==> src/common/lcd_cfg_pkg.sv <==
// Constants for strap decode and host port selection
package lcd_cfg_pkg;
  // Panel geometry
  localparam int unsigned NUM_COM     = 16;
  localparam int unsigned NUM_SEG     = 80;
  localparam logic [3:0]  ROW_LAST    = 4'hF;
  localparam logic [6:0]  COL_LAST    = 7'h4F;
  // Memory sizes
  localparam int unsigned DDRAM_BYTES = 80;
  localparam int unsigned GLYPH_RAM_BYTES = 64;
  localparam int unsigned ICON_BITS   = 80;
  localparam logic [6:0]  DDRAM_LAST  = 7'h4F;
  localparam logic [5:0]  GLYPH_RAM_LAST  = 6'h3F;
  // Interface strap codes {par_ser, serial_kind}
  localparam logic [1:0]  PORT_BAD    = 2'h0;
  localparam logic [1:0]  PORT_SER4   = 2'h1;
  localparam logic [1:0]  PORT_I2C    = 2'h2;
  localparam logic [1:0]  PORT_PAR68  = 2'h3;
  // Glyph split codes and counts
  localparam logic [8:0]  ROM_SPLIT0  = 9'h0F0;
  localparam logic [8:0]  ROM_SPLIT1  = 9'h0FA;
  localparam logic [8:0]  ROM_SPLIT2  = 9'h0F8;
  localparam logic [8:0]  ROM_SPLIT3  = 9'h100;
  localparam logic [3:0]  RAM_SPLIT0  = 4'h8;
  localparam logic [3:0]  RAM_SPLIT1  = 4'h6;
  localparam logic [3:0]  RAM_SPLIT2  = 4'h8;
  localparam logic [3:0]  RAM_SPLIT3  = 4'h0;
  // Bias source codes
  localparam logic [1:0]  BIAS_FOLLOW = 2'h0;
  localparam logic [1:0]  BIAS_R3K3   = 2'h1;
  localparam logic [1:0]  BIAS_R9K6   = 2'h2;
  localparam logic [1:0]  BIAS_EXTR   = 2'h3;
  // Reset values of host pins
  localparam logic [7:0]  DATA_RST    = 8'h00;
  localparam logic [7:0]  OE_N_RST    = 8'hFF;
  // Serial word length
  localparam logic [2:0]  SER_LAST    = 3'h7;
  // Nibble phase of the 4-bit bus
  typedef enum logic {NIB_HIGH, NIB_LOW} nib_t;
endpackage

==> src/common/ser4_if.sv <==
// Signals between the pin front end and the serial shifter
`timescale 1ns/1ps
interface ser4_if;
  logic       en;        // 4-wire serial selected
  logic       cs_n;      // Synced chip select
  logic       sclk;      // Synced serial clock
  logic       sdi;       // Synced serial data
  logic       rs;        // Synced register select
  logic       byte_stb;  // Byte complete, one cycle
  logic [7:0] byte_val;  // Received byte
  logic       byte_rs;   // Register select of that byte
  modport front (output en, cs_n, sclk, sdi, rs,
                 input byte_stb, byte_val, byte_rs);
  modport rx    (input en, cs_n, sclk, sdi, rs,
                 output byte_stb, byte_val, byte_rs);
endinterface

==> src/hdl/lcd_ctrl_strap_host_select.sv <==
// Strap decode, host port selection and pin mapping for the LCD core
`timescale 1ns/1ps
module lcd_ctrl_strap_host_select (
  input  wire logic       CLOCK,
  input  wire logic       RESET_N,
  input  wire logic       EXT_RESET_N,
  input  wire logic       EXTENSION_STRAP,
  input  wire logic       PAR_SER_STRAP,
  input  wire logic       SERIAL_KIND_STRAP,
  input  wire logic [1:0] GLYPH_SPLIT_STRAPS,
  input  wire logic       COMMON_DIR_STRAP,
  input  wire logic       SEGMENT_DIR_STRAP,
  input  wire logic [1:0] BIAS_SOURCE_STRAPS,
  input  wire logic       CLOCK_SOURCE_STRAP,
  input  wire logic       REG_SELECT,
  input  wire logic       READ_WRITE,
  input  wire logic       BUS_STROBE,
  input  wire logic       CHIP_SEL_N,
  input  wire logic [7:0] HOST_DATA_IN,
  output logic      [7:0] HOST_DATA_OUT,
  output logic      [7:0] HOST_DATA_OE_N,
  input  wire logic       FOUR_BIT_BUS,
  input  wire logic       BUSY,
  input  wire logic [6:0] ADDR_COUNTER,
  input  wire logic [7:0] READ_DATA,
  input  wire logic       BOOST_REQ,
  input  wire logic       DOUBLE_FONT_REQ,
  input  wire logic       DUTY_HALF,
  input  wire logic [3:0] SCAN_ROW,
  input  wire logic [6:0] SCAN_COL,
  input  wire logic [7:0] CHAR_CODE,
  input  wire logic [6:0] DDRAM_ADDR,
  input  wire logic [5:0] GLYPH_RAM_ADDR,
  output logic            CORE_RESET,
  output logic            INSTR_WR,
  output logic            DATA_WR,
  output logic            DATA_RD,
  output logic      [7:0] WR_DATA,
  output logic            I2C_SDA,
  output logic            I2C_SCL,
  output logic            PORT_INVALID,
  output logic            SER4_SEL,
  output logic            I2C_SEL,
  output logic            PAR_SEL,
  output logic            EXT_MODE,
  output logic      [8:0] ROM_GLYPHS,
  output logic      [3:0] RAM_GLYPHS,
  output logic            GLYPH_FROM_RAM,
  output logic      [3:0] COM_ROW,
  output logic      [6:0] SEG_COL,
  output logic     [15:0] COM_NONSEL,
  output logic            INT_OSC_SEL,
  output logic      [1:0] BIAS_SEL,
  output logic            BIAS_INVALID,
  output logic            BOOST_ON,
  output logic            ICON_RAM_EN,
  output logic            DOUBLE_FONT,
  output logic            OSC_TRIM_EN,
  output logic            CONTRAST_BY_INSTR,
  output logic            DDRAM_ADDR_OK,
  output logic            GLYPH_RAM_ADDR_OK
);
  // Row order from the common strap
  function automatic logic [3:0] map_row(input logic dir,
                                         input logic [3:0] r);
    map_row = dir ? r : lcd_cfg_pkg::ROW_LAST - r;
  endfunction

  // Column order from the segment strap
  function automatic logic [6:0] map_col(input logic dir,
                                         input logic [6:0] c);
    map_col = dir ? c : lcd_cfg_pkg::COL_LAST - c;
  endfunction

  // Pin synchronisers; only the second stage is read
  logic [13:0] pin_s1_r;  // First stage
  logic [13:0] pin_s2_r;  // Second stage
  logic [11:0] strap_s1_r;
  logic [11:0] strap_s2_r;
  wire  [13:0] pins = {EXT_RESET_N, REG_SELECT, READ_WRITE,
                       BUS_STROBE, CHIP_SEL_N, HOST_DATA_IN,
                       1'b0};
  wire  [11:0] straps = {EXTENSION_STRAP, PAR_SER_STRAP,
                         SERIAL_KIND_STRAP, GLYPH_SPLIT_STRAPS,
                         COMMON_DIR_STRAP, SEGMENT_DIR_STRAP,
                         BIAS_SOURCE_STRAPS, CLOCK_SOURCE_STRAP,
                         2'b00};

  // Data paths carry no reset, so straps survive to sampling
  always_ff @(posedge CLOCK) begin
    pin_s1_r   <= pins;
    pin_s2_r   <= pin_s1_r;
    strap_s1_r <= straps;
    strap_s2_r <= strap_s1_r;
  end

  wire       ext_rst_n_s = pin_s2_r[13];
  wire       rs_s        = pin_s2_r[12];
  wire       rw_s        = pin_s2_r[11];
  wire       strobe_s    = pin_s2_r[10];
  wire       cs_n_s      = pin_s2_r[9];
  wire [7:0] db_s        = pin_s2_r[8:1];

  // either reset source holds the block
  wire rst = ~RESET_N | ~ext_rst_n_s;

  // straps follow pins only while in reset
  logic [11:0] strap_r;
  always_ff @(posedge CLOCK) begin
    if (rst) begin
      strap_r <= strap_s2_r;
    end
  end

  wire       ext_n    = strap_r[11];
  wire [1:0] port_sel = strap_r[10:9];
  wire [1:0] glyph    = strap_r[8:7];
  wire       com_dir  = strap_r[6];
  wire       seg_dir  = strap_r[5];
  wire [1:0] bias     = strap_r[4:3];
  wire       clk_src  = strap_r[2];

  // extension strap low enables extended set
  wire ext_on = ~ext_n;
  wire is_par = (port_sel == lcd_cfg_pkg::PORT_PAR68);
  wire is_ser = (port_sel == lcd_cfg_pkg::PORT_SER4);
  wire is_i2c = (port_sel == lcd_cfg_pkg::PORT_I2C);
  wire is_bad = (port_sel == lcd_cfg_pkg::PORT_BAD);

  logic [8:0] rom_n;
  logic [3:0] ram_n;
  always_comb begin
    case (glyph)
      2'h0: begin
        rom_n = lcd_cfg_pkg::ROM_SPLIT0;
        ram_n = lcd_cfg_pkg::RAM_SPLIT0;
      end
      2'h1: begin
        rom_n = lcd_cfg_pkg::ROM_SPLIT1;
        ram_n = lcd_cfg_pkg::RAM_SPLIT1;
      end
      2'h2: begin
        rom_n = lcd_cfg_pkg::ROM_SPLIT2;
        ram_n = lcd_cfg_pkg::RAM_SPLIT2;
      end
      default: begin
        rom_n = lcd_cfg_pkg::ROM_SPLIT3;
        ram_n = lcd_cfg_pkg::RAM_SPLIT3;
      end
    endcase
  end
  // Lowest codes go to the RAM glyphs
  wire from_ram = ({1'b0, CHAR_CODE} < {5'h00, ram_n});

  // upper commons idle at half duty
  wire [15:0] nonsel = DUTY_HALF ? 16'hFF00 : 16'h0000;
  wire follow  = (bias == lcd_cfg_pkg::BIAS_FOLLOW);
  wire bias_bd = follow & ~ext_on;

  // Configuration outputs, all registered
  always_ff @(posedge CLOCK) begin
    if (rst) begin
      PORT_INVALID      <= 1'b0;
      SER4_SEL          <= 1'b0;
      I2C_SEL           <= 1'b0;
      PAR_SEL           <= 1'b0;
      EXT_MODE          <= 1'b0;
      ROM_GLYPHS        <= 9'h000;
      RAM_GLYPHS        <= 4'h0;
      GLYPH_FROM_RAM    <= 1'b0;
      COM_ROW           <= 4'h0;
      SEG_COL           <= 7'h00;
      COM_NONSEL        <= 16'h0000;
      INT_OSC_SEL       <= 1'b0;
      BIAS_SEL          <= 2'h0;
      BIAS_INVALID      <= 1'b0;
      BOOST_ON          <= 1'b0;
      ICON_RAM_EN       <= 1'b0;
      DOUBLE_FONT       <= 1'b0;
      OSC_TRIM_EN       <= 1'b0;
      CONTRAST_BY_INSTR <= 1'b0;
      DDRAM_ADDR_OK     <= 1'b0;
      GLYPH_RAM_ADDR_OK     <= 1'b0;
    end else begin
      PORT_INVALID      <= is_bad;
      SER4_SEL          <= is_ser;
      I2C_SEL           <= is_i2c;
      PAR_SEL           <= is_par;
      EXT_MODE          <= ext_on;
      ROM_GLYPHS        <= rom_n;
      RAM_GLYPHS        <= ram_n;
      GLYPH_FROM_RAM    <= from_ram;
      COM_ROW           <= map_row(com_dir, SCAN_ROW);
      SEG_COL           <= map_col(seg_dir, SCAN_COL);
      COM_NONSEL        <= nonsel;
      INT_OSC_SEL       <= clk_src;
      BIAS_SEL          <= bias;
      BIAS_INVALID      <= bias_bd;
      BOOST_ON          <= ext_on & BOOST_REQ;
      // icon RAM only in extension mode
      ICON_RAM_EN       <= ext_on;
      // tall font only in extension mode
      DOUBLE_FONT       <= ext_on & DOUBLE_FONT_REQ;
      // oscillator trim only in extension mode
      OSC_TRIM_EN       <= ext_on;
      CONTRAST_BY_INSTR <= ext_on & follow;
      DDRAM_ADDR_OK     <= DDRAM_ADDR <= lcd_cfg_pkg::DDRAM_LAST;
      GLYPH_RAM_ADDR_OK     <= GLYPH_RAM_ADDR <= lcd_cfg_pkg::GLYPH_RAM_LAST;
    end
  end

  // serial pins are the top two data pins
  ser4_if sif ();
  assign sif.en   = is_ser;
  assign sif.cs_n = cs_n_s;
  assign sif.sclk = db_s[6];
  assign sif.sdi  = db_s[7];
  assign sif.rs   = rs_s;

  ser4_shift u_ser (
    .clk (CLOCK),
    .rst (rst),
    .sif (sif)
  );

  // Parallel strobe edges; strobe ignored unless parallel
  logic   strobe_d_r;  // Last strobe level
  lcd_cfg_pkg::nib_t nib_r;  // 4-bit bus phase
  logic [3:0] hi_nib_r;      // High nibble held
  wire par_go   = is_par & ~cs_n_s;
  wire str_fall = par_go & strobe_d_r & ~strobe_s;
  // read when high, write when low
  wire par_rd   = par_go & strobe_s & rw_s;
  wire nib_low  = FOUR_BIT_BUS &
                  (nib_r == lcd_cfg_pkg::NIB_LOW);
  // Whole byte done on strobe fall
  wire byte_end = str_fall & (~FOUR_BIT_BUS | nib_low);
  // low nibble arrives on the high pins
  wire [7:0] par_byte = FOUR_BIT_BUS ?
                        {hi_nib_r, db_s[7:4]} : db_s;

  // select 0 reads busy and address
  wire [7:0] rd_word = rs_s ? READ_DATA : {BUSY, ADDR_COUNTER};
  wire [7:0] rd_pins = (FOUR_BIT_BUS & nib_low) ?
                       {rd_word[3:0], 4'h0} : rd_word;
  // low pins never driven in 4-bit mode
  wire [7:0] oe_mask = FOUR_BIT_BUS ? 8'h0F : 8'h00;

  // Nibble phase; restarts when 8-bit mode returns
  always_ff @(posedge CLOCK) begin
    if (rst) begin
      // Strobe idles low; a high history here fakes a fall at release
      strobe_d_r <= 1'b0;
      nib_r      <= lcd_cfg_pkg::NIB_HIGH;
      hi_nib_r   <= 4'h0;
    end else begin
      strobe_d_r <= strobe_s;
      if (~FOUR_BIT_BUS) begin
        nib_r <= lcd_cfg_pkg::NIB_HIGH;
      end else if (str_fall) begin
        case (nib_r)
          lcd_cfg_pkg::NIB_HIGH: begin
            nib_r    <= lcd_cfg_pkg::NIB_LOW;
            hi_nib_r <= db_s[7:4];
          end
          lcd_cfg_pkg::NIB_LOW: nib_r <= lcd_cfg_pkg::NIB_HIGH;
          default: nib_r <= lcd_cfg_pkg::NIB_HIGH;
        endcase
      end
    end
  end

  // Access pulses toward the core
  wire wr_par = byte_end & ~rw_s;
  wire ser_go = sif.byte_stb;
  wire wr_rs  = ser_go ? sif.byte_rs : rs_s;
  always_ff @(posedge CLOCK) begin
    if (rst) begin
      INSTR_WR <= 1'b0;
      DATA_WR  <= 1'b0;
      DATA_RD  <= 1'b0;
      WR_DATA  <= 8'h00;
    end else begin
      INSTR_WR <= (wr_par | ser_go) & ~wr_rs;
      DATA_WR  <= (wr_par | ser_go) & wr_rs;
      // Data read advances the core after a full byte
      DATA_RD  <= byte_end & rw_s & rs_s;
      if (ser_go) begin
        WR_DATA <= sif.byte_val;
      end else if (wr_par) begin
        WR_DATA <= par_byte;
      end
    end
  end

  // Pin drive; I2C acknowledge is left to the I2C engine
  always_ff @(posedge CLOCK) begin
    if (rst) begin
      HOST_DATA_OUT  <= lcd_cfg_pkg::DATA_RST;
      HOST_DATA_OE_N <= lcd_cfg_pkg::OE_N_RST;
      CORE_RESET     <= 1'b1;
      I2C_SDA        <= 1'b1;
      I2C_SCL        <= 1'b1;
    end else begin
      HOST_DATA_OUT  <= rd_pins;
      // busy flag rides on the top pin
      HOST_DATA_OE_N <= par_rd ? oe_mask : lcd_cfg_pkg::OE_N_RST;
      CORE_RESET     <= 1'b0;
      // I2C lines on the top two pins
      I2C_SDA        <= is_i2c ? db_s[7] : 1'b1;
      I2C_SCL        <= is_i2c ? db_s[6] : 1'b1;
    end
  end
endmodule

==> src/hdl/ser4_shift.sv <==
// Four-wire serial receiver: shifts bytes in MSB first
`timescale 1ns/1ps
module ser4_shift (
  input  wire logic clk,
  input  wire logic rst,
  ser4_if.rx        sif
);
  logic [6:0] shift_r;  // Bits received so far
  logic [2:0] cnt_r;    // Bit counter
  logic       cs_d_r;   // Last chip select level
  logic       sclk_d_r; // Last serial clock level
  logic       stb_r;    // Byte strobe
  logic [7:0] byte_r;   // Completed byte
  logic       rs_r;     // Register select at last bit

  wire cs_fall  = cs_d_r & ~sif.cs_n;
  wire sclk_up  = ~sclk_d_r & sif.sclk;
  // Shift only while selected and in serial mode
  wire take_bit = sif.en & ~sif.cs_n & sclk_up;
  wire last_bit = (cnt_r == lcd_cfg_pkg::SER_LAST);

  assign sif.byte_stb = stb_r;
  assign sif.byte_val = byte_r;
  assign sif.byte_rs  = rs_r;

  // Edge history; idles high like the pins
  always_ff @(posedge clk) begin
    if (rst) begin
      cs_d_r   <= 1'b1;
      sclk_d_r <= 1'b1;
    end else begin
      cs_d_r   <= sif.cs_n;
      sclk_d_r <= sif.sclk;
    end
  end

  // Shift and count; a fresh select restarts the word
  always_ff @(posedge clk) begin
    if (rst) begin
      shift_r <= 7'h00;
      cnt_r   <= 3'h0;
      stb_r   <= 1'b0;
      byte_r  <= 8'h00;
      rs_r    <= 1'b0;
    end else begin
      stb_r <= 1'b0;
      if (cs_fall) begin
        shift_r <= 7'h00;
        cnt_r   <= 3'h0;
      end else if (take_bit) begin
        shift_r <= {shift_r[5:0], sif.sdi};
        cnt_r   <= cnt_r + 3'h1;
        if (last_bit) begin
          stb_r  <= 1'b1;
          byte_r <= {shift_r, sif.sdi};
          rs_r   <= sif.rs;
        end
      end
    end
  end
endmodule

==> config.mk <==
export PLATFORM = sky130hd
export DESIGN_NAME = lcd_ctrl_strap_host_select
export DESIGN_NICKNAME = d
export VERILOG_FILES = /design/src/common/lcd_cfg_pkg.sv /design/src/common/ser4_if.sv /design/src/hdl/lcd_ctrl_strap_host_select.sv /design/src/hdl/ser4_shift.sv
export SDC_FILE = /design/constraint.sdc
export NUM_CORES = 1
export LEC_CHECK = 0
export BUFFER_PORTS_ARGS = -buffer_cell sky130_fd_sc_hd__buf_2
export CAP_MARGIN = 40
export CORE_ASPECT_RATIO = 1.25
export CORE_MARGIN = 2
export CORE_UTILIZATION = 53
export CTS_CLUSTER_DIAMETER = 80
export CTS_CLUSTER_SIZE = 40
export DETAILED_ROUTE_END_ITERATION = 7
export GPL_TIMING_DRIVEN = 0
export HOLD_SLACK_MARGIN = 0.06
export MAX_ROUTING_LAYER = met4
export PLACE_DENSITY = 0.91
export SLEW_MARGIN = 5
export SYNTH_ARGS = -nofsm -noshare
export SYNTH_HDL_FRONTEND = slang
export SYNTH_SLANG_ARGS = --single-unit
==> constraint.sdc <==
create_clock -name CLOCK -period 4.2 [get_ports CLOCK]
set_clock_uncertainty 0.05 [all_clocks]
set_input_delay 0.63 -clock CLOCK [delete_from_list [all_inputs] [get_ports CLOCK]]
set_output_delay 0.63 -clock CLOCK [all_outputs]
set_load 0.01 [all_outputs]
==> results.txt, run 1 <==
----------------------------------------------------
[Critical path]
  Worst Path Max Fanout ... 8
  Type of destination of the critical path ... primary output
  Crit path cell chain ... buf_4, buf_2
  Reg-to-reg slack, setup ... 2.60 ns
  Buffer and inverter count on the worst path ... 2
  Largest incremental delay on the critical path ... 0.44 ns
  Data required, critical path ... 3.52 ns
  Startpoint type of the worst setup path ... flop
  Data arrival, critical path ... 1.24 ns
  R2r worst-path depth ... 6
  R2R Path Start ... u_ser.cnt_r[0]$_SDFFE_PP0P_
  Worst Setup Path Type ... reg -> out
  Reg-to-reg critical path endpoint ... u_ser.sif.byte_rs$_SDFFE_PP0P_
  Cell with the largest stage delay on the worst path ... dfxtp_1
  Kind of cell with the highest combined delay on the critical path ... flip-flops

[Global routing]
  Number of global-route vias before repair ... 3627
  Antenna violations before repair ... 0
  Final global-route overflow total ... 0
  Pin count of the biggest net entering global routing ... 21
  Global-route wire length before repair ... 17100 microns
  Tot GR Track Use ... 24.7%

[Hold path]
  Classification of the worst-slack hold path ... in -> reg
  Start point of the worst hold path ... GLYPH_SPLIT_STRAPS[1]
  Hold Path Sink ... strap_s1_r[8]$_DFF_P_
  Count of cells along the worst hold path ... 1

[Die]
  Horiz. Die Dim ... 88.8 microns
  Boundary Pins ... 164
  Die footprint ... 9760 sq um
  Number of rows created at floorplan ... 38
  Initial Util ... 54.7%
  Vert. Die Dim ... 110 microns
  Area of the core ... 8700 sq um

[Routing]
  Antenna-violating nets left ... 0
  Via count ... 3651
  DR WL/cell ... 15.5 microns
  Mean number of vias per cell ... 5.04
  Metal-1 WL ... 4030 microns
  Detailed Routing Iterations Pass 1 ... 7
  Initial detailed-routing violation count ... 278
  DRC violations left ... 0
  Routed wire length on met3 ... 664 microns
  Routed length on met2 ... 6110 microns
  Drt total wl ... 11200 microns
  Top routing layer in use ... met4

[Place]
  Post-Place Cell Area ... 5660 sq um
  DP Wirelength ... 7730 microns
  Routability Congestion ... 0.925
  Number of input and output port buffers inserted ... 141

[Clock tree]
  Hold-fix buffers, CTS ... 0
  # H-tree levels ... 4
  CTS tree ... yes
  Clock buffers created by TritonCTS ... 17
  Number of clock sinks ... 140
  Clock tree buffer depth ... 2
  Number of cells upsized or downsized after cts ... 0
  Clock latency on the worst-skew pair ... 0.53 ns
  CTS root buf ... clkbuf_8
  Post-CTS repair timing setup buffer count ... 0
  Clock transition at the registers of the reported paths ... 0.06 ns

[STA]
  Fin. max-slew vios ... 0
  Normalized max-slew margin ... 57.3%
  Post-route fraction of the period consumed by the critical path ... 45.6%
  Slew at the pin with the worst max-slew slack ... 0.640 ns
  Final Hold Viols ... 0
  Final critical-path required period ... 1.92 ns
  Summed negative setup slack over all endpoints ... 0 ns
  Final setup viols ... 0
  Unrepaired setup endpoints after global routing ... no
  Max Freq ... 0.522 GHz

[Cells and area]
  Layout filler cell count ... 579
  Utilization after layout ... 71.5%
  Layout cell share with drive strength beyond 1 ... 38.4%
  Antenna cell count ... 0
  Multi-input gate area in the final layout ... 1490 sq um
  Final nets ... 677
  Final design instance area without fill ... 6220 sq um
  Seq. cell area ... 2900 sq um
  Area growth syn-to-layout ... 30.7%

[Logic synthesis]
  Top cell type's share of synthesized area ... 54.7%
  Syn Area/Cell ... 11.3 sq um
  Async S/R FF share, synth ... 0%
  Cell variety after synth ... 51
  Post-synthesis instance area ... 4760 sq um
  Yosys warns ... 0
  Largest area contributor in the netlist ... dfxtp_1
  Post-synthesis sequential area ratio ... 61.0%
  Leading post-synthesis cells by cell area ... dfxtp_1 55%, edfxtp_1 6.3%, buf_4 5.2%, a21oi_1 3.6%, nand3_1 2.5%
  Number of flops mapped to enable cells by yosys ... 10
  Most frequent cells after synthesis ... 130 x dfxtp_1, 34 x a21oi_1, 33 x buf_4
  Cells after Synth ... 421
  Flip-flop cell with the highest count after synthesis ... dfxtp_1
  Most frequent cell after synthesis ... dfxtp_1
  Yosys reg bits ... 140

[Run status]
  Run status ... finished, final reports clean

[Pwr]
  Combinational Power Share ... 6.6%
  Cell area power density ... 487 nW/um^2
  Net switching power ... 0.694 mW
  Register share of total power ... 47.1%
  Share of total power in the clock network ... 46.3%
  Leakage power figure ... 2.86 nW
  Cell internal pwr ... 2.33 mW
  Fraction of power spent switching nets ... 22.9%
  Maximum VDD drop ... 0.354 mV

[Job]
  Number of maximum-capacitance violations ... 0

----------------------------------------------------
[cell families after synthesis]
group / after synthesis / synth area share, %
other cells: 1 / 0.0787
compound gates: 73 / 9.27
flops: 140 / 61.0
xor+xnor: 9 / 1.66
mux: 18 / 3.99
buf+inv: 65 / 8.54
simple gates: 106 / 13.1
fa+ha+maj: 9 / 2.36
[worst max path at each step]
| stage | startpoint | end | slack, ns | depth (start not counted) |
|---|---|---|---|---|
| after floorplan | RESET_N | strap_r[10]$_DFFE_PP_ | 2.63 | 3 |
| after global placement | RESET_N | strap_r[5]$_DFFE_PP_ | 2.26 | 4 |
| after detailed placement | RESET_N | strap_r[5]$_DFFE_PP_ | 2.25 | 4 |
| after CTS | COM_NONSEL[14]$_SDFF_PP0_ | COM_NONSEL[11] | 2.26 | 2 |
| after global routing | COM_NONSEL[14]$_SDFF_PP0_ | COM_NONSEL[11] | 2.22 | 2 |
| final | COM_NONSEL[14]$_SDFF_PP0_ | COM_NONSEL[11] | 2.28 | 2 |
[registers in the layout (all words and copies together) (netlist names), 7 cells and up]
signal and cells:
pin_s2_r 13, WR_DATA 8, u_ser.sif.byte_val 8, strap_r 10
HOST_DATA_OUT 8, strap_s2_r 10, pin_s1_r 13, u_ser.shift_r 7
strap_s1_r 10, SEG_COL 7
[placed cells by master (no fill, tap or decap), drive strengths merged, types with 2 or more instances in the layout]
| cell | instances |
|---|---|
| inv | 19 |
| nor2 | 26 |
| a21oi | 34 |
| nand4 | 4 |
| clkinvlp | 2 |
| buf | 185 |
| mux2 | 8 |
| and3 | 8 |
| nor2b | 3 |
| edfxtp | 10 |
| or3 | 4 |
| nand2b | 6 |
| dfxtp | 130 |
| ha | 9 |
| and2 | 4 |
| clkinv | 6 |
| nand4bb | 3 |
| conb | 11 |
| o221a | 8 |
| nand3 | 24 |
| and4bb | 3 |
| mux2i | 10 |
| xor2 | 8 |
| o21ai | 24 |
| nand2 | 9 |
| nor3b | 2 |
| nor3 | 3 |
| clkbuf | 25 |
| o22ai | 4 |
[area by class of cell]
cell class / count / area share [%]
clock inverters: 12 / 1.77
inverters: 16 / 0.965
repair buffers: 141 / 11.3
flip-flops and latches: 140 / 46.7
plain buffers: 49 / 5.57
well taps: 120 / 2.41
clock buffers: 20 / 7.34
multi-input cells: 226 / 23.9
[per-stage QoR]
| stage | worst slack [ns] | power [mW] | hold WS, ns | std cells |
|---|---|---|---|---|
| CTS | 2.26 | 3.04 | 0.131 | 724 |
| global placement | 2.26 | 1.64 | 0.261 | 692 |
| detailed placement | 2.25 | 1.65 | 0.262 | 692 |
| global route | 2.22 | 3.13 | 0.121 | 724 |
| floorplan | 2.63 | 1.56 | 0.260 | 431 |
| finish | 2.28 | 3.03 | 0.147 | 724 |
[layer usage]
metal | vias up | GRT usage, %
met5 | - | -
met4 | 0 | 13.1
met3 | 39 | 8.41
met2 | 148 | 44.2
met1 | 1710 | 22.8
li1 | 1754 | -
[power groups by stage]
stage                     Clock [mW]  Combinational, mW  Sequential, mW
final                           1.40              0.200            1.43
after global routing            1.48              0.219            1.43
after CTS                       1.41              0.199            1.43
after detailed placement           0              0.196            1.45
after global placement             0              0.186            1.45
after floorplan                    0              0.106            1.46
[worst reg2reg max path, stage by stage (launching register included)]
cell      delay, ns
dfxtp_1        0.34
ha_1           0.16
ha_1           0.16
nor4bb_1       0.29
buf_4          0.22
nand3_1        0.11
a21oi_1        0.18
Power figures use the tool's default switching activity.
==> inputs of run 2 (changes only) <==
--- a/config.mk
+++ b/config.mk
@@ -5,18 +5,19 @@
 export SDC_FILE = /design/constraint.sdc
 export NUM_CORES = 1
 export LEC_CHECK = 0
+export ABC_AREA = 1
 export BUFFER_PORTS_ARGS = -buffer_cell sky130_fd_sc_hd__buf_2
 export CAP_MARGIN = 40
 export CORE_ASPECT_RATIO = 1.25
 export CORE_MARGIN = 2
-export CORE_UTILIZATION = 53
+export CORE_UTILIZATION = 49
 export CTS_CLUSTER_DIAMETER = 80
 export CTS_CLUSTER_SIZE = 40
 export DETAILED_ROUTE_END_ITERATION = 7
 export GPL_TIMING_DRIVEN = 0
 export HOLD_SLACK_MARGIN = 0.06
 export MAX_ROUTING_LAYER = met4
-export PLACE_DENSITY = 0.91
+export PLACE_DENSITY = 0.86
 export SLEW_MARGIN = 5
 export SYNTH_ARGS = -nofsm -noshare
 export SYNTH_HDL_FRONTEND = slang
==> constraint.sdc (replaced) <==
create_clock -name CLOCK -period 1.8 [get_ports CLOCK]
set_clock_uncertainty 0.05 [all_clocks]
set_input_delay 0.27 -clock CLOCK [delete_from_list [all_inputs] [get_ports CLOCK]]
set_output_delay 0.27 -clock CLOCK [all_outputs]
set_load 0.01 [all_outputs]
==> run 2 against run 1 <==
Against the previous run:
- setup slack lost 2.1 ns
- synthesized cell count rose by 7.6%
- combinational power is 140% higher
- clock-buffer cell count increased by 3
- sequential share of layout area decreased by 0.75 points
- first-iteration DRC count decreased by 23%
- routed wire length decreased by 6.8%
- core utilization decreased by 2.2 points
- register-to-register slack lost 2.4 ns
- sequential power is 130% higher
- largest power group unchanged
==> results.txt, run 2 <==
----------------------------------------------------
[Global routing]
  Final global-route overflow total ... 0 (unchanged)
  Antenna violations before repair ... 0 (unchanged)
  Global-route wire length before repair ... 17000 microns (-0.81%)
  Tot GR Track Use ... 21.6% (-3.1 points)
  Number of global-route vias before repair ... 3855 (+6.3%)
  Pin count of the biggest net entering global routing ... 21 (unchanged)

[Clock tree]
  # H-tree levels ... 4 (unchanged)
  Clock buffers created by TritonCTS ... 17 (unchanged)
  CTS root buf ... clkbuf_16
  Number of clock sinks ... 140 (unchanged)
  Clock tree buffer depth ... 2 (unchanged)
  CTS tree ... yes
  Clock latency on the worst-skew pair ... 0.40 ns (-0.13 ns)
  Post-CTS repair timing setup buffer count ... 0 (unchanged)
  Number of cells upsized or downsized after cts ... 0 (unchanged)
  Clock transition at the registers of the reported paths ... 0.05 ns (about the same)

[STA]
  Final setup viols ... 0 (unchanged)
  Summed negative setup slack over all endpoints ... 0 ns (unchanged)
  Post-route fraction of the period consumed by the critical path ... 87.2%
  Max Freq ... 0.637 GHz
  Worst Setup Slack, final ... 0.230 ns (-2.05 ns)
  Final Hold Viols ... 0 (unchanged)
  Slew at the pin with the worst max-slew slack ... 0.606 ns (-0.0337 ns)
  Final critical-path required period ... 1.57 ns
  Normalized max-slew margin ... 59.6% (+2.2 points)
  Unrepaired setup endpoints after global routing ... no
  Fin. max-slew vios ... 0 (unchanged)

[Critical path]
  Worst Setup Path Type ... reg -> reg
  Data arrival, critical path ... 1.86 ns (+0.62 ns)
  Worst Path Max Fanout ... 3 (-5)
  Largest incremental delay on the critical path ... 0.39 ns (-0.05 ns)
  Data required, critical path ... 2.09 ns (-1.43 ns)
  Type of destination of the critical path ... flop
  Crit path cell chain ... inv_1, ha_1, nor2_1, ha_1, a21oi_1, nand3_1, nor2_1
  Startpoint type of the worst setup path ... flop
  Cell with the largest stage delay on the worst path ... edfxtp_1

[Logic synthesis]
  Yosys reg bits ... 140 (unchanged)
  Post-synthesis sequential area ratio ... 63.1% (+2.1 points)
  Yosys warns ... 0 (unchanged)
  Top cell type's share of synthesized area ... 56.6% (+1.9 points)
  Async S/R FF share, synth ... 0% (unchanged)
  Syn Area/Cell ... 10.2 sq um (-10%)
  Cell variety after synth ... 37 (-27%)
  Cells after Synth ... 453 (+7.6%)
  Flip-flop cell with the highest count after synthesis ... dfxtp_1
  Most frequent cell after synthesis ... dfxtp_1
  Number of flops mapped to enable cells by yosys ... 10 (unchanged)
  Post-synthesis instance area ... 4600 sq um (-3.4%)
  Largest area contributor in the netlist ... dfxtp_1
  Leading post-synthesis cells by cell area ... dfxtp_1 57%, edfxtp_1 6.5%, nor2_1 5.5%, buf_4 5.1%, nand2_1 4.4%
  Most frequent cells after synthesis ... 130 x dfxtp_1, 67 x nor2_1, 54 x nand2_1

[Pwr]
  Leakage power figure ... 2.99 nW (+4.3%)
  Maximum VDD drop ... 0.744 mV (+110%)
  Post-layout power ... 7.03 mW (+130%)
  Cell area power density ... 1110 nW/um^2 (+130%)

[Cells and area]
  Final nets ... 736 (+8.7%)
  Commonest cells after routing, fill and taps aside ... 149 x buf_2, 130 x dfxtp_1, 67 x nor2_1
  Final design instance area without fill ... 6320 sq um (+1.6%)
  Commonest non-fill, non-tap cell in the layout ... buf_2
  Layout cell share with drive strength beyond 1 ... 33.5% (-4.9 points)
  Area growth syn-to-layout ... 37.4%
  Biggest registers after layout ... pin_s1_r (13), pin_s2_r (13)
  Antenna cell count ... 0 (unchanged)

[Place]
  Routability Congestion ... 0.882 (-4.7%)
  Post-Place Cell Area ... 5500 sq um (-2.8%)
  DP Wirelength ... 7110 microns (-8.1%)
  Worst slack, placed ... 0.191 ns (-2.06 ns)
  Number of input and output port buffers inserted ... 141 (unchanged)

[Die]
  Boundary Pins ... 164 (unchanged)
  Horiz. Die Dim ... 90.7 microns (+2.1%)
  Area of the core ... 9130 sq um (+4.9%)
  Vert. Die Dim ... 112 microns (+2.2%)
  Die footprint ... 10200 sq um (+4.3%)
  Number of rows created at floorplan ... 39 (+2.6%)
  Initial Util ... 50.4% (-4.3 points)

[Routing]
  DRC violations left ... 0 (unchanged)
  Antenna-violating nets left ... 0 (unchanged)
  Top routing layer in use ... met4
  Routed length on met2 ... 5690 microns (-7.0%)
  Initial detailed-routing violation count ... 215 (-23%)
  Detailed Routing Iterations Pass 1 ... 4 (-3)
  Routed wire length on met3 ... 700 microns (+5.4%)
  Via count ... 3770 (+3.3%)
  Drt total wl ... 10400 microns (-6.8%)
  DR WL/cell ... 13.3 microns (-14%)
  Metal-1 WL ... 3630 microns (-9.9%)
  Mean number of vias per cell ... 4.80 (-4.9%)

[Job]
  Number of maximum-capacitance violations ... 0 (unchanged)

[Hold path]
  Classification of the worst-slack hold path ... in -> reg

[Run status]
  Run status ... finished, final reports clean

----------------------------------------------------
## run 2: cell types whose count changed in the layout (fill, tap and decap cells not counted), sizes merged, moves of 6 or more
cell         delta
nor2           +44
nand2b          -6
o221a           -8
nand2          +49
inv             +9
dlygate4sd3    +27
and3            -7
a21oi           -6
mux2            -8
o21ai           -7
## run 2: critical path: cells and delay by family (launching register included)
family	cells	cell delay [ns]
compound gates	1	0.18
fa+ha+maj	2	0.47
simple gates	3	0.34
buf+inv	1	0.08
flops	1	0.39
## run 2: where the power goes
group | internal, mW | total (mW) | switching (mW)
logic | 0.233 | 0.481 | 0.248
registers | 3.26 | 3.32 | 0.0562
clock network | 2.06 | 3.22 | 1.17
total | 5.55 | 7.03 | 1.47
## run 2: final timing paths
path | cells after the start | start | to | slack, ns
max reg2reg | 7 | strap_r[7]$_DFFE_PP_ | GLYPH_FROM_RAM$_SDFF_PP0_ | 0.23
max | 7 | strap_r[7]$_DFFE_PP_ | GLYPH_FROM_RAM$_SDFF_PP0_ | 0.23
min | 3 | SCAN_COL[0] | SEG_COL[0]$_SDFF_PP0_ | 0.07
min reg2reg | 0 | strap_s1_r[3]$_DFF_P_ | strap_s2_r[3]$_DFF_P_ | 0.27
## run 2: cell type report
type / instances / area [sq um]
buffer: 43 / 303
clock buffer: 23 / 458
clock inverter: 9 / 96.3
fill: 610 / 2800
inverter: 29 / 109
multi-input combinational: 251 / 1330
sequential: 140 / 2900
tap: 123 / 154
timing repair buffer: 168 / 976
## run 2: logic make-up (layout without fill, tap and decap cells)
kind of cell | count (synthesis) | count (layout) | synth area share (%)
compound gates | 52 | 52 | 6.25
xor+xnor | 8 | 8 | 1.52
fa+ha+maj | 9 | 9 | 2.45
buf+inv | 72 | 272 | 8.94
flops | 140 | 140 | 63.1
mux | 8 | 8 | 1.74
other cells | 1 | 11 | 0.0815
simple gates | 163 | 163 | 15.9
## run 2: timing repair
item,CTS,global route
setup endpoints to repair,0,0
endpoints found under the hold margin,27,0
hold buffers,27,0
## run 2: per-stage QoR
stage / cells / hold slack [ns] / util [%]
global route: 786 / 0.0798 / 69.3
floorplan: 463 / 0.248 / -
global placement: 727 / 0.260 / 60.3
finish: 786 / 0.0712 / 69.3
CTS: 786 / 0.0610 / 69.3
detailed placement: 727 / 0.262 / 60.3
## run 2: layer usage
metal / vias up / track usage, %
li1: 1805 / -
met1: 1733 / 19.7
met2: 186 / 39.9
met3: 46 / 5.57
met4: 0 / 13.1
met5: - / -
